**src/include/vbi_consts_consts.svh**
```systemverilog
// named constants of the blanking-line copy-control and aspect inserter
// assumes a 10 MHz core clock and 8-bit registers reached over a 32-bit APB
`ifndef VBI_CONSTS_CONSTS_SVH
`define VBI_CONSTS_CONSTS_SVH

// register indices, byte address is four times the index
`define IDX_PS_CTRL     8'h12
`define IDX_HD_DATA0    8'h21
`define IDX_HD_DATA1    8'h22
`define IDX_HD_DATA2    8'h23
`define IDX_SD_DATA0    8'h59
`define IDX_SD_DATA1    8'h5A
`define IDX_SD_DATA2    8'h5B
`define IDX_WSS_CTRL    8'h61
`define IDX_MODE        8'h7E
`define IDX_STATUS      8'h7F
`define RST_REG         8'h00

// control bit positions
`define BIT_PS_COPY_EN  6
`define BIT_PS_CRC_EN   7
`define BIT_SD_CRC_EN   4
`define BIT_SD_ODD_EN   5
`define BIT_SD_EVEN_EN  6
`define BIT_WSS_EN      7
`define BIT_WSS_BLANK   7
`define BIT_MODE_PAL    2

// signaling line numbers
`define LINE_525P_COPY  11'h029
`define LINE_SD_ODD     11'h014
`define LINE_SD_EVEN    11'h11B
`define LINE_WSS        11'h017
`define LINE_720P_COPY  11'h018
`define LINE_1080I_A    11'h013
`define LINE_1080I_B    11'h246

// check sequence x^6 + x + 1, preset all ones
`define CRC_SEED        6'h3F
`define CRC_POLY_LOW    6'h03

// wide-screen prefix patterns and bit counts of the copy and wide-screen sequences
`define WSS_RUNIN       8'hAA
`define WSS_START       8'h1E
`define COPY_SEQ_BITS   6'h15
`define WSS_SEQ_BITS    6'h1E

// timing, in ns, and cycle counts derived from the clock period
`define CLK_PERIOD_NS   100
`define DATA_START_NS   11000
`define SD_BIT_NS       2200
`define HD_BIT_NS       1000
`define WSS_BIT_NS      500
`define WSS_VIDEO_NS    42500
`define NS_TO_CYC(ns)   ((((ns) / `CLK_PERIOD_NS) < 1) ? 1 : ((ns) / `CLK_PERIOD_NS))
`define START_CYC       11'(`NS_TO_CYC(`DATA_START_NS))
`define SD_BIT_CYC      11'(`NS_TO_CYC(`SD_BIT_NS))
`define HD_BIT_CYC      11'(`NS_TO_CYC(`HD_BIT_NS))
`define WSS_BIT_CYC     11'(`NS_TO_CYC(`WSS_BIT_NS))
`define WSS_VIDEO_CYC   11'((`WSS_VIDEO_NS + `CLK_PERIOD_NS - 1) / `CLK_PERIOD_NS)

`endif

```
**src/include/vbi_pkg.sv**
```systemverilog
// types shared by the blanking-line inserter
// assumes nothing beyond a SystemVerilog compiler
`default_nettype none
package vbi_pkg;
    // video format selected in the mode register
    typedef enum logic [1:0] {
        FMT_SD    = 2'b00,
        FMT_525P  = 2'b01,
        FMT_720P  = 2'b10,
        FMT_1080I = 2'b11
    } video_fmt_t;

    // kind of signaling carried by the current line
    typedef enum logic [1:0] {
        KIND_NONE    = 2'b00,
        KIND_SD_COPY = 2'b01,
        KIND_HD_COPY = 2'b10,
        KIND_WSS     = 2'b11
    } line_kind_t;

    // line sequencer states
    typedef enum logic [1:0] {
        ST_IDLE = 2'b00,
        ST_LEAD = 2'b01,
        ST_SEND = 2'b10,
        ST_TAIL = 2'b11
    } fsm_t;

    // whole state of the inserter
    typedef struct packed {
        logic [7:0]  ps_ctrl;
        logic [7:0]  hd0;
        logic [7:0]  hd1;
        logic [7:0]  hd2;
        logic [7:0]  sd0;
        logic [7:0]  sd1;
        logic [7:0]  sd2;
        logic [7:0]  wss_ctrl;
        logic [7:0]  mode;
        logic [31:0] prdata;
        fsm_t        fsm;
        line_kind_t  kind;
        logic [31:0] shift;
        logic [5:0]  bits_left;
        logic [10:0] bit_cnt;
        logic [10:0] line_cnt;
        logic        insert;
        logic        level;
    } state_t;
endpackage
`default_nettype wire

```
**src/rtl/vbi_copy_and_aspect_inserter.sv**
```systemverilog
// blanking-line inserter for copy-generation control and wide-screen signaling
// assumes line_i/field_odd_i/line_start_i come synchronous to clk_i from the timing generator
// and that the video mixer replaces the pixel stream by the waveform level while vbi_insert_o is high
//
// Added by the designer: the APB register port.
`include "vbi_consts_consts.svh"
`default_nettype none

module vbi_copy_and_aspect_inserter
    import vbi_pkg::*;
(
    input  wire logic        clk_i,         // 10 MHz core clock
    input  wire logic        arst_n_i,      // asynchronous reset, active low
    input  wire logic        ce_i,          // clock enable, freezes all state when low
    input  wire logic        psel_i,        // apb select
    input  wire logic        penable_i,     // apb access phase
    input  wire logic        pwrite_i,      // apb direction
    input  wire logic [11:0] paddr_i,       // apb byte address
    input  wire logic [31:0] pwdata_i,      // apb write data, low byte used
    output logic      [31:0] prdata_o,      // apb read data
    output logic             pready_o,      // apb ready
    output logic             pslverr_o,     // apb error on unmapped address
    input  wire logic        line_start_i,  // one-cycle pulse at falling hsync edge
    input  wire logic [10:0] line_i,        // number of the line that starts
    input  wire logic        field_odd_i,   // high during odd fields
    output logic             vbi_insert_o,  // waveform replaces video
    output logic             vbi_level_o,   // waveform level, low is blanking
    output logic             vbi_busy_o     // signaling line in progress
);

    state_t st_reg;   // registered state
    state_t st_next;  // next state

    // x^6+x+1 preset ones, bit 0 first
    function automatic logic [5:0] copy_crc(input logic [13:0] data);
        logic [5:0] crc;
        logic       fb;
        crc = `CRC_SEED;
        fb  = 1'b0;
        for (int i = 0; i < 14; i++) begin
            fb  = crc[5] ^ data[i];
            crc = {crc[4:0], 1'b0} ^ (fb ? `CRC_POLY_LOW : 6'h00);
        end
        return crc;
    endfunction

    // build the copy sequence: reference bit then bits 0..19, msb of result sent first
    function automatic logic [31:0] copy_seq(input logic [19:0] raw, input logic crc_en);
        logic [19:0] word;
        logic [5:0]  crc;
        logic [31:0] seq;
        word = raw;
        crc  = copy_crc(raw[13:0]);
        seq  = 32'h00000000;
        if (crc_en) begin
            for (int k = 0; k < 6; k++) begin
                word[14 + k] = crc[5 - k];
            end
        end
        seq[31] = 1'b1;
        for (int j = 0; j < 20; j++) begin
            seq[30 - j] = word[j];
        end
        return seq;
    endfunction

    // build the wide-screen sequence: run-in, start code, bits 0..13
    function automatic logic [31:0] wss_seq(input logic [13:0] raw);
        logic [31:0] seq;
        seq = {`WSS_RUNIN, `WSS_START, 16'h0000};
        for (int j = 0; j < 14; j++) begin
            seq[15 - j] = raw[j];
        end
        return seq;
    endfunction

    // register read mux, unmapped indices read as zero
    function automatic logic [7:0] reg_read(input state_t s, input logic [7:0] idx);
        logic [7:0] v;
        v = 8'h00;
        case (idx)
            `IDX_PS_CTRL:  v = s.ps_ctrl;
            `IDX_HD_DATA0: v = s.hd0;
            `IDX_HD_DATA1: v = s.hd1;
            `IDX_HD_DATA2: v = s.hd2;
            `IDX_SD_DATA0: v = s.sd0;
            `IDX_SD_DATA1: v = s.sd1;
            `IDX_SD_DATA2: v = s.sd2;
            `IDX_WSS_CTRL: v = s.wss_ctrl;
            `IDX_MODE:     v = s.mode;
            `IDX_STATUS:   v = {5'h00, s.fsm != ST_IDLE, s.kind};
            default:       v = 8'h00;
        endcase
        return v;
    endfunction

    // is the index one of the mapped registers
    function automatic logic idx_mapped(input logic [7:0] idx);
        logic m;
        m = 1'b0;
        case (idx)
            `IDX_PS_CTRL, `IDX_HD_DATA0, `IDX_HD_DATA1, `IDX_HD_DATA2,
            `IDX_SD_DATA0, `IDX_SD_DATA1, `IDX_SD_DATA2, `IDX_WSS_CTRL,
            `IDX_MODE, `IDX_STATUS: m = 1'b1;
            default:                m = 1'b0;
        endcase
        return m;
    endfunction

    // decode of the apb address
    logic [7:0] bus_idx;     // register index
    logic       bus_ok;      // aligned and mapped
    logic       wr_strobe;   // write takes effect this edge
    logic       rd_setup;    // read setup phase
    video_fmt_t fmt;         // current format
    line_kind_t new_kind;    // kind of the line now starting
    logic [10:0] bit_cyc;    // bit length for the loaded kind

    assign bus_idx   = paddr_i[9:2];
    assign bus_ok    = (paddr_i[1:0] == 2'b00) && (paddr_i[11:10] == 2'b00) && idx_mapped(bus_idx);
    assign wr_strobe = ce_i && psel_i && penable_i && pwrite_i && bus_ok;
    assign rd_setup  = ce_i && psel_i && !penable_i && !pwrite_i;
    assign fmt       = video_fmt_t'(st_reg.mode[1:0]);

    // apb answers in the first access cycle; a frozen block holds the bus
    assign pready_o  = ce_i;
    assign pslverr_o = psel_i && penable_i && !bus_ok;
    assign prdata_o  = st_reg.prdata;

    // insert and level come straight from flip-flops, busy is decoded from the registered state
    assign vbi_insert_o = st_reg.insert;
    assign vbi_level_o  = st_reg.level;
    assign vbi_busy_o   = st_reg.fsm != ST_IDLE;

    // choose what, if anything, the starting line carries
    always_comb begin
        new_kind = KIND_NONE;
        case (fmt)
            FMT_525P: begin
                if (st_reg.ps_ctrl[`BIT_PS_COPY_EN] && line_i == `LINE_525P_COPY) begin
                    new_kind = KIND_HD_COPY;
                end
            end
            FMT_720P: begin
                if (st_reg.ps_ctrl[`BIT_PS_COPY_EN] && line_i == `LINE_720P_COPY) begin
                    new_kind = KIND_HD_COPY;
                end
            end
            FMT_1080I: begin
                if (st_reg.ps_ctrl[`BIT_PS_COPY_EN] &&
                    (line_i == `LINE_1080I_A || line_i == `LINE_1080I_B)) begin
                    new_kind = KIND_HD_COPY;
                end
            end
            FMT_SD: begin
                if (!st_reg.mode[`BIT_MODE_PAL]) begin
                    // odd line 20, even line 283
                    if (field_odd_i && line_i == `LINE_SD_ODD && st_reg.sd0[`BIT_SD_ODD_EN]) begin
                        new_kind = KIND_SD_COPY;
                    end else if (!field_odd_i && line_i == `LINE_SD_EVEN && st_reg.sd0[`BIT_SD_EVEN_EN]) begin
                        new_kind = KIND_SD_COPY;
                    end
                end else begin
                    if (line_i == `LINE_WSS && st_reg.sd0[`BIT_WSS_EN]) begin
                        new_kind = KIND_WSS;
                    end
                end
            end
            default: new_kind = KIND_NONE;
        endcase
    end

    // bit period of the kind being sent
    always_comb begin
        case (st_reg.kind)
            KIND_SD_COPY: bit_cyc = `SD_BIT_CYC;
            KIND_HD_COPY: bit_cyc = `HD_BIT_CYC;
            KIND_WSS:     bit_cyc = `WSS_BIT_CYC;
            default:      bit_cyc = `HD_BIT_CYC;
        endcase
    end

    // next-state logic: register file, apb read data and line sequencer
    always_comb begin
        st_next = st_reg;
        // read data is latched in the setup cycle so it is stable through access
        if (rd_setup) begin
            st_next.prdata = {24'h000000, bus_ok ? reg_read(st_reg, bus_idx) : 8'h00};
        end
        // register writes happen only on the completing access edge
        if (wr_strobe) begin
            case (bus_idx)
                `IDX_PS_CTRL:  st_next.ps_ctrl  = pwdata_i[7:0];
                `IDX_HD_DATA0: st_next.hd0      = pwdata_i[7:0];
                `IDX_HD_DATA1: st_next.hd1      = pwdata_i[7:0];
                `IDX_HD_DATA2: st_next.hd2      = pwdata_i[7:0];
                `IDX_SD_DATA0: st_next.sd0      = pwdata_i[7:0];
                `IDX_SD_DATA1: st_next.sd1      = pwdata_i[7:0];
                `IDX_SD_DATA2: st_next.sd2      = pwdata_i[7:0];
                `IDX_WSS_CTRL: st_next.wss_ctrl = pwdata_i[7:0];
                `IDX_MODE:     st_next.mode     = pwdata_i[7:0];
                default:       st_next.mode     = st_reg.mode;
            endcase
        end
        // a new line always restarts the sequencer, so a lost sync cannot hang it
        if (line_start_i) begin
            st_next.kind     = new_kind;
            st_next.line_cnt = 11'h000;
            st_next.bit_cnt  = 11'h000;
            st_next.level    = 1'b0;
            // blanking before signaling, video restored after the last bit or, on a wide-screen line, at the video point
            st_next.insert   = new_kind != KIND_NONE;
            st_next.fsm      = (new_kind == KIND_NONE) ? ST_IDLE : ST_LEAD;
            case (new_kind)
                // raw register bits when check generation is off
                KIND_SD_COPY: begin
                    st_next.shift     = copy_seq({st_reg.sd0[3:0], st_reg.sd1, st_reg.sd2},
                                                 st_reg.sd0[`BIT_SD_CRC_EN]);
                    st_next.bits_left = `COPY_SEQ_BITS;
                end
                KIND_HD_COPY: begin
                    st_next.shift     = copy_seq({st_reg.hd0[3:0], st_reg.hd1, st_reg.hd2},
                                                 st_reg.ps_ctrl[`BIT_PS_CRC_EN]);
                    st_next.bits_left = `COPY_SEQ_BITS;
                end
                KIND_WSS: begin
                    st_next.shift     = wss_seq({st_reg.sd1[5:0], st_reg.sd2});
                    st_next.bits_left = `WSS_SEQ_BITS;
                end
                default: begin
                    st_next.shift     = 32'h00000000;
                    st_next.bits_left = 6'h00;
                end
            endcase
        end else begin
            if (st_reg.fsm != ST_IDLE) begin
                st_next.line_cnt = st_reg.line_cnt + 11'h001;
            end
            case (st_reg.fsm)
                ST_IDLE: begin
                    st_next.insert = 1'b0;
                    st_next.level  = 1'b0;
                end
                ST_LEAD: begin
                    // blanking level until the data start point
                    if (st_reg.line_cnt == `START_CYC - 11'h001) begin
                        st_next.fsm     = ST_SEND;
                        st_next.bit_cnt = 11'h000;
                        st_next.level   = st_reg.shift[31] &&
                                          !(st_reg.kind == KIND_WSS && st_reg.wss_ctrl[`BIT_WSS_BLANK]);
                    end
                end
                ST_SEND: begin
                    st_next.bit_cnt = st_reg.bit_cnt + 11'h001;
                    if (st_reg.bit_cnt == bit_cyc - 11'h001) begin
                        st_next.bit_cnt   = 11'h000;
                        st_next.shift     = {st_reg.shift[30:0], 1'b0};
                        st_next.bits_left = st_reg.bits_left - 6'h01;
                        st_next.level     = st_reg.shift[30] &&
                                            !(st_reg.kind == KIND_WSS && st_reg.wss_ctrl[`BIT_WSS_BLANK]);
                        if (st_reg.bits_left == 6'h01) begin
                            st_next.level = 1'b0;
                            // wide-screen line holds blanking to the video point
                            if (st_reg.kind == KIND_WSS) begin
                                st_next.fsm = ST_TAIL;
                            end else begin
                                st_next.fsm    = ST_IDLE;
                                st_next.insert = 1'b0;
                                st_next.kind   = KIND_NONE;
                            end
                        end
                    end
                end
                ST_TAIL: begin
                    if (st_reg.line_cnt >= `WSS_VIDEO_CYC - 11'h001) begin
                        st_next.fsm    = ST_IDLE;
                        st_next.insert = 1'b0;
                        st_next.kind   = KIND_NONE;
                    end
                end
                default: st_next.fsm = ST_IDLE;
            endcase
        end
    end

    // state register; the clock enable freezes everything
    always_ff @(posedge clk_i or negedge arst_n_i) begin
        if (!arst_n_i) begin
            st_reg           <= '0;
            st_reg.ps_ctrl   <= `RST_REG;
            st_reg.hd0       <= `RST_REG;
            st_reg.hd1       <= `RST_REG;
            st_reg.hd2       <= `RST_REG;
            st_reg.sd0       <= `RST_REG;
            st_reg.sd1       <= `RST_REG;
            st_reg.sd2       <= `RST_REG;
            st_reg.wss_ctrl  <= `RST_REG;
            st_reg.mode      <= `RST_REG;
            st_reg.fsm       <= ST_IDLE;
            st_reg.kind      <= KIND_NONE;
        end else if (ce_i) begin
            st_reg <= st_next;
        end
    end

endmodule
`default_nettype wire

```
**config.mk**
```make
export PLATFORM = sky130hd
export DESIGN_NAME = vbi_copy_and_aspect_inserter
export DESIGN_NICKNAME = d
export VERILOG_FILES = /design/src/include/vbi_pkg.sv /design/src/rtl/vbi_copy_and_aspect_inserter.sv
export VERILOG_INCLUDE_DIRS = /design/src /design/src/include
export SDC_FILE = /design/constraint.sdc
export NUM_CORES = 1
export LEC_CHECK = 0
export BUFFER_PORTS_ARGS = -buffer_cell sky130_fd_sc_hd__buf_2
export CAP_MARGIN = 20
export CORE_AREA = 2 2 129 131
export CTS_BUF_LIST = sky130_fd_sc_hd__clkbuf_8 sky130_fd_sc_hd__clkbuf_16
export DETAILED_ROUTE_END_ITERATION = 7
export DIE_AREA = 0 0 131 133
export GPL_TIMING_DRIVEN = 0
export MAX_ROUTING_LAYER = met4
export PLACE_DENSITY = 0.75
export SYNTH_ARGS = -nofsm -noshare
export SYNTH_HDL_FRONTEND = slang
export SYNTH_SLANG_ARGS = --single-unit
```
**constraint.sdc**
```tcl
create_clock -name clk_i -period 3.4 [get_ports clk_i]
set_input_delay 0.68 -clock clk_i [delete_from_list [all_inputs] [get_ports clk_i]]
set_output_delay 0.68 -clock clk_i [all_outputs]
set_load 0.1 [all_outputs]
```
# ---- Word-level counts from Yosys, hierarchy flattened
# Index checks and enable logic that the tools add are counted.
dict set report word_totals {
  register_bits 146
  word_cells 237
  input_bits 63
  latch_bits 0
  ramBits 0
  out_inout_bits 37
  rom_bits 0
  memories 0
}
dict set report op_classes {
  n_lt_le_gt_ge 1
  bitwise_logic 54
  n_mux 64
  reduce_logical 60
  n_div 0
  eq_ne 36
  n_shift 0
  add_sub_neg 4
  n_mul 0
}
# operator count
set ops {}
lappend ops {{bitwise XOR 6 x 2 -> 6 bit} 26}
lappend ops {{one-hot mux 38 bit (3 select lines)} 1}
lappend ops {{one-hot mux 8 bit (10 select lines)} 1}
lappend ops {{two-way mux 2 bit} 38}
lappend ops {{two-way mux 66 bit} 1}
lappend ops {{two-way mux 53 bit} 1}
lappend ops {{equality test 8 x 7 -> 1 bit (second input constant)} 6}
lappend ops {{equality test 11 x 5 -> 1 bit (second input constant)} 4}
lappend ops {{two-way mux 38 bit} 1}
lappend ops {{AND reduction 3 bit} 11}
lappend ops {{bitwise XOR 1 bit} 26}
lappend ops {{equality test 8 x 6 -> 1 bit (second input constant)} 3}
lappend ops {{adder 11 x 1 -> 11 bit (second input constant)} 2}
lappend ops {{two-way mux 11 bit} 2}
lappend ops {{one-hot mux 11 bit (2 select lines)} 1}
lappend ops {{logical AND 1 bit} 21}
lappend ops {{AND reduction 6 bit} 3}
lappend ops {{!= test 3 bit (second input constant)} 5}
lappend ops {{equality test 2 bit (second input constant)} 7}
lappend ops {{two-way mux 6 bit} 2}
lappend ops {{nonzero test 4 bit} 3}
lappend ops {{equality test 11 x 10 -> 1 bit (second input constant)} 1}
lappend ops {{equality test 11 bit} 1}
lappend ops {{equality test 11 x 6 -> 1 bit (second input constant)} 1}
lappend ops {{25 further kinds} 51}

# ---- Logic depth before layout (Yosys ltp)
dict set report logic_depth {
  ltp_word 44
  mapped_depth 13
  ltp_nobuf 12
}

# ---- Worst setup path after synthesis
# OpenSTA, ideal clock, no wires.
dict set report synth_path {
  path_type {input to output}
  startpoint {input paddr_i[8]}
  endpoint {output pslverr_o}
  cell_stages 8
  t_arrival_ps 2958
  n_path_buf 3
  slack_ps -238
  required_time_ps 2720
  cell_sequence {buf_2 and3b_1 and2_1 clkbuf_1 buf_2 o21ai_0 a31oi_1 nor2_1}
}
dict set report synth_between {
  elab_chain_cells 6
  word_cells_on_any_way 15
}
# item line
set synth_rtl {}
lappend synth_rtl {{from (decl)} vbi_copy_and_aspect_inserter.sv:18} ;# input wire logic [11:0] paddr_i,
lappend synth_rtl {{equality test 8 x 7 -> 1 bit, or another cell as far along} vbi_copy_and_aspect_inserter.sv:101} ;# case (idx)
lappend synth_rtl {{OR reduction 10 bit (*)} vbi_copy_and_aspect_inserter.sv:101}
lappend synth_rtl {{two-way mux 1 bit (*)} vbi_copy_and_aspect_inserter.sv:101}
lappend synth_rtl {{logical AND 1 bit (*)} vbi_copy_and_aspect_inserter.sv:120} ;# assign bus_ok = (paddr_i[1:0] == 2'b00) && (paddr_i[11:10] == 2'b00) && idx_mapped(bus_idx);
lappend synth_rtl {{logical NOT 1 bit (*)} vbi_copy_and_aspect_inserter.sv:127} ;# assign pslverr_o = psel_i && penable_i && !bus_ok;
lappend synth_rtl {{logical AND 1 bit (*)} vbi_copy_and_aspect_inserter.sv:127}
lappend synth_rtl {{to (decl)} vbi_copy_and_aspect_inserter.sv:22} ;# output logic pslverr_o,
# Mark *: on every way between the ends. The rest lies on a longest branch, timed or not.

# ---- Final worst setup path
dict set report layout_path {
  startpoint {input paddr_i[4]}
  endpoint {output pslverr_o}
}
# The elaborated chain is that of the path after synthesis.

==> reports/qor.yml <==
dp_cells: 1142
leakage_nw: 4.58
seqPwrFrac_pct: 41.2
crit_family: "buffers and inverters"
synth_ff_type: "dfrtp_1"
coreArea_mm2: 0.0162
clk_latency_ns: 0.43
rows: 47
intPower_mw: 3.22
gp_congestion: 0.986
r2r-start: "fmt[0]$_DFFE_PN0P_"
grt_usage_pct: 28.5
ant_nets: 0
p_sw_share_pct: 29.0
io_buffers: 49
rr_endpoint: "st_reg[32]$_DFFE_PN0P_"
gr-total-overflow: 0
fin_crit_sh_pct: 96.9
wl_per_cell_um: 19.6
cp_cell_sequence: "buf_2, nor3b_1, and2_1, clkbuf_1, buf_2, o21ai_0, a31oi_2, nor2_2, buf_2"
grt_pass1_wl_mm: 37.0
skew_ns: 0.00598
dp_hpwl_mm: 16.4
drv_cap: 0
start_util_pct: 53.4
drv_slew: 0
first_pass_iters: 6
crit_type: "in -> out"
synth.top_cell.area_share_pct: 42.1
drive_above_1_share_pct: 25.2
setup_slack_ns: 0.104
grt_max_degree: 80
yosysMostFrequentCell: "dfrtp_1"
p_comb_share_pct: 14.7
async_flop_share_pct: 100
root_buffer: "clkbuf_16"
clk_pin_slew_worst_paths_ns: 0.06
hold_viol: 0
slew_headroom_pct: 39.5
io_pins: 100
synth_edf_count: 0
fin_hold_ws_ns: 0.240
synth_area_leaders: "dfrtp_1, mux2_2, o21ai_0"
fmax_mhz: 303
pwr-share-clk_pct: 44.2
die_y_um: 133
antenna_found_initial: 0
synth_cell_types: 81
area_growth_pct: 15.0
final_nets: 1018
fp.dieW_um: 131
largest_register_ffs: 133
cpMostUsedCell: "buf_2"
critPathBufInv: 4
cts_htree_levels: 4
drc_errors: 0
drt_iter0_drc: 826
critPathMaxStageDelay_ns: 0.32
vias: 7096
synth_seq_cells: 145
n_antenna_cell: 0
p_switching_mw: 1.31
final_cell_area_mm2: 0.00992
crit_arrival_ns: 2.62
syn_inst: 849
routed_via_density: 6.05
tightestPinTransition_ns: 0.900
ff2ff_path_depth: 10
setup_tns_ns: 0
hold_class: "in -> async"
synth_area_mm2: 0.00863
dieArea_mm2: 0.0174
yosys.area.top_type: "dfrtp_1"
clock-sinks: 145
routed_wl_mm: 23.0
status: "completed"
detailed_place.area_mm2: 0.00927
ctsHoldBuffers: 0
syn_area_per_cell_um2: 10.2
critical_path.endpoint_type: "output port"
worst_ir_drop_vdd_uv: 465
grt_pass1_vias: 6781
synth_common_cells: "dfrtp_1, mux2_2, nand2_1"
cts.path.max_buffers: 2
crit_required_ns: 2.72
cts_buffers: 17
crit_path_top_delay_cell: "nor3b_1"
path_max_fanout: 10
synth_seq_area_share_pct: 42.1
yosysWarningCount: 0
min_period_ns: 3.30
cts_tree: "built"
p_per_area_mw_per_mm2: 457
crit_path_start_kind: "input pin"
r2r_slack_ns: 0.16
stdcell_count: 1173
preCtsSetupSlack_ns: -0.390
setup_viol: 0
## metal layers
metal  wire [um]  global-route usage, %  vias up
li1            -                      -     3246
met1        9400                   36.6     3450
met2       11100                   44.1      329
met3        1520                   5.26       71
met4         950                   12.4        0
met5           0                      -        -
## worst max-delay path by stage
stage	startpoint	endpoint	depth (start not counted)
6_report	paddr_i[4]	pslverr_o	9
5_1_grt	fmt[0]$_DFFE_PN0P_	st_reg[32]$_DFFE_PN0P_	10
4_1_cts	paddr_i[4]	pslverr_o	7
3_5_place_dp	line_i[5]	st_reg[43]$_DFFE_PN0P_	12
3_3_place_gp	arst_n_i	st_reg[110]$_DFFE_PN0P_	1
2_1_floorplan	paddr_i[8]	pslverr_o	8
## final cells by class
type                       instances  area (um^2)
multi-input combinational        632         4590
clock buffer                      18          439
timing repair buffer              50          279
inverter                          17         63.8
buffer                            77          454
tap                              220          275
clock inverter                    14          191
fill                            1355         6250
sequential                       145         3630
## logic make-up (layout without fill, tap and decap cells)
logic type | Yosys count | count (layout) | synth area share (%)
flops | 145 | 145 | 42.1
other cells | 1 | 24 | 0.0435
fa+ha+maj | 15 | 15 | 2.18
buf+inv | 95 | 176 | 5.97
mux | 92 | 92 | 11.8
compound gates | 217 | 217 | 18.4
xor+xnor | 43 | 43 | 5.32
simple gates | 241 | 241 | 14.2
## layout by cell type, fill, tap and decap left out, types with 18 or more instances in the layout
cell type | Yosys | routed
a21oi_1 | 34 | 34
a22oi_1 | 20 | 20
buf_2 | 7 | 56
buf_4 | 38 | 38
clkbuf_1 | 26 | 22
conb_1 | 1 | 24
dfrtp_1 | 145 | 145
inv_1 | 17 | 19
mux2_2 | 80 | 80
nand2_1 | 67 | 67
nand3_1 | 18 | 18
nor2_1 | 66 | 65
o21ai_0 | 58 | 58
xnor2_1 | 25 | 25
## stage by stage
stage / total power [mW] / utilization, %
6_report: 4.53 / 61.3
5_1_grt: 4.69 / 61.3
4_1_cts: 4.54 / 61.3
3_5_place_dp: 2.55 / 57.3
3_3_place_gp: 2.54 / 57.1
2_1_floorplan: 2.36 / -
## power groups by stage
stage	clock (mW)	sequential (mW)	combinational (mW)
floorplan	0	1.87	0.485
global placement	0	1.89	0.645
detailed placement	0	1.89	0.657
CTS	2.02	1.86	0.661
global route	2.10	1.87	0.721
finish	2.00	1.86	0.664
## what timing repair did
item / CTS / global route
setup endpoints to repair: 3 / 14
setup buffers: 0 / 0
resized for setup: 2 / 10
Power figures use the tool's default switching activity.
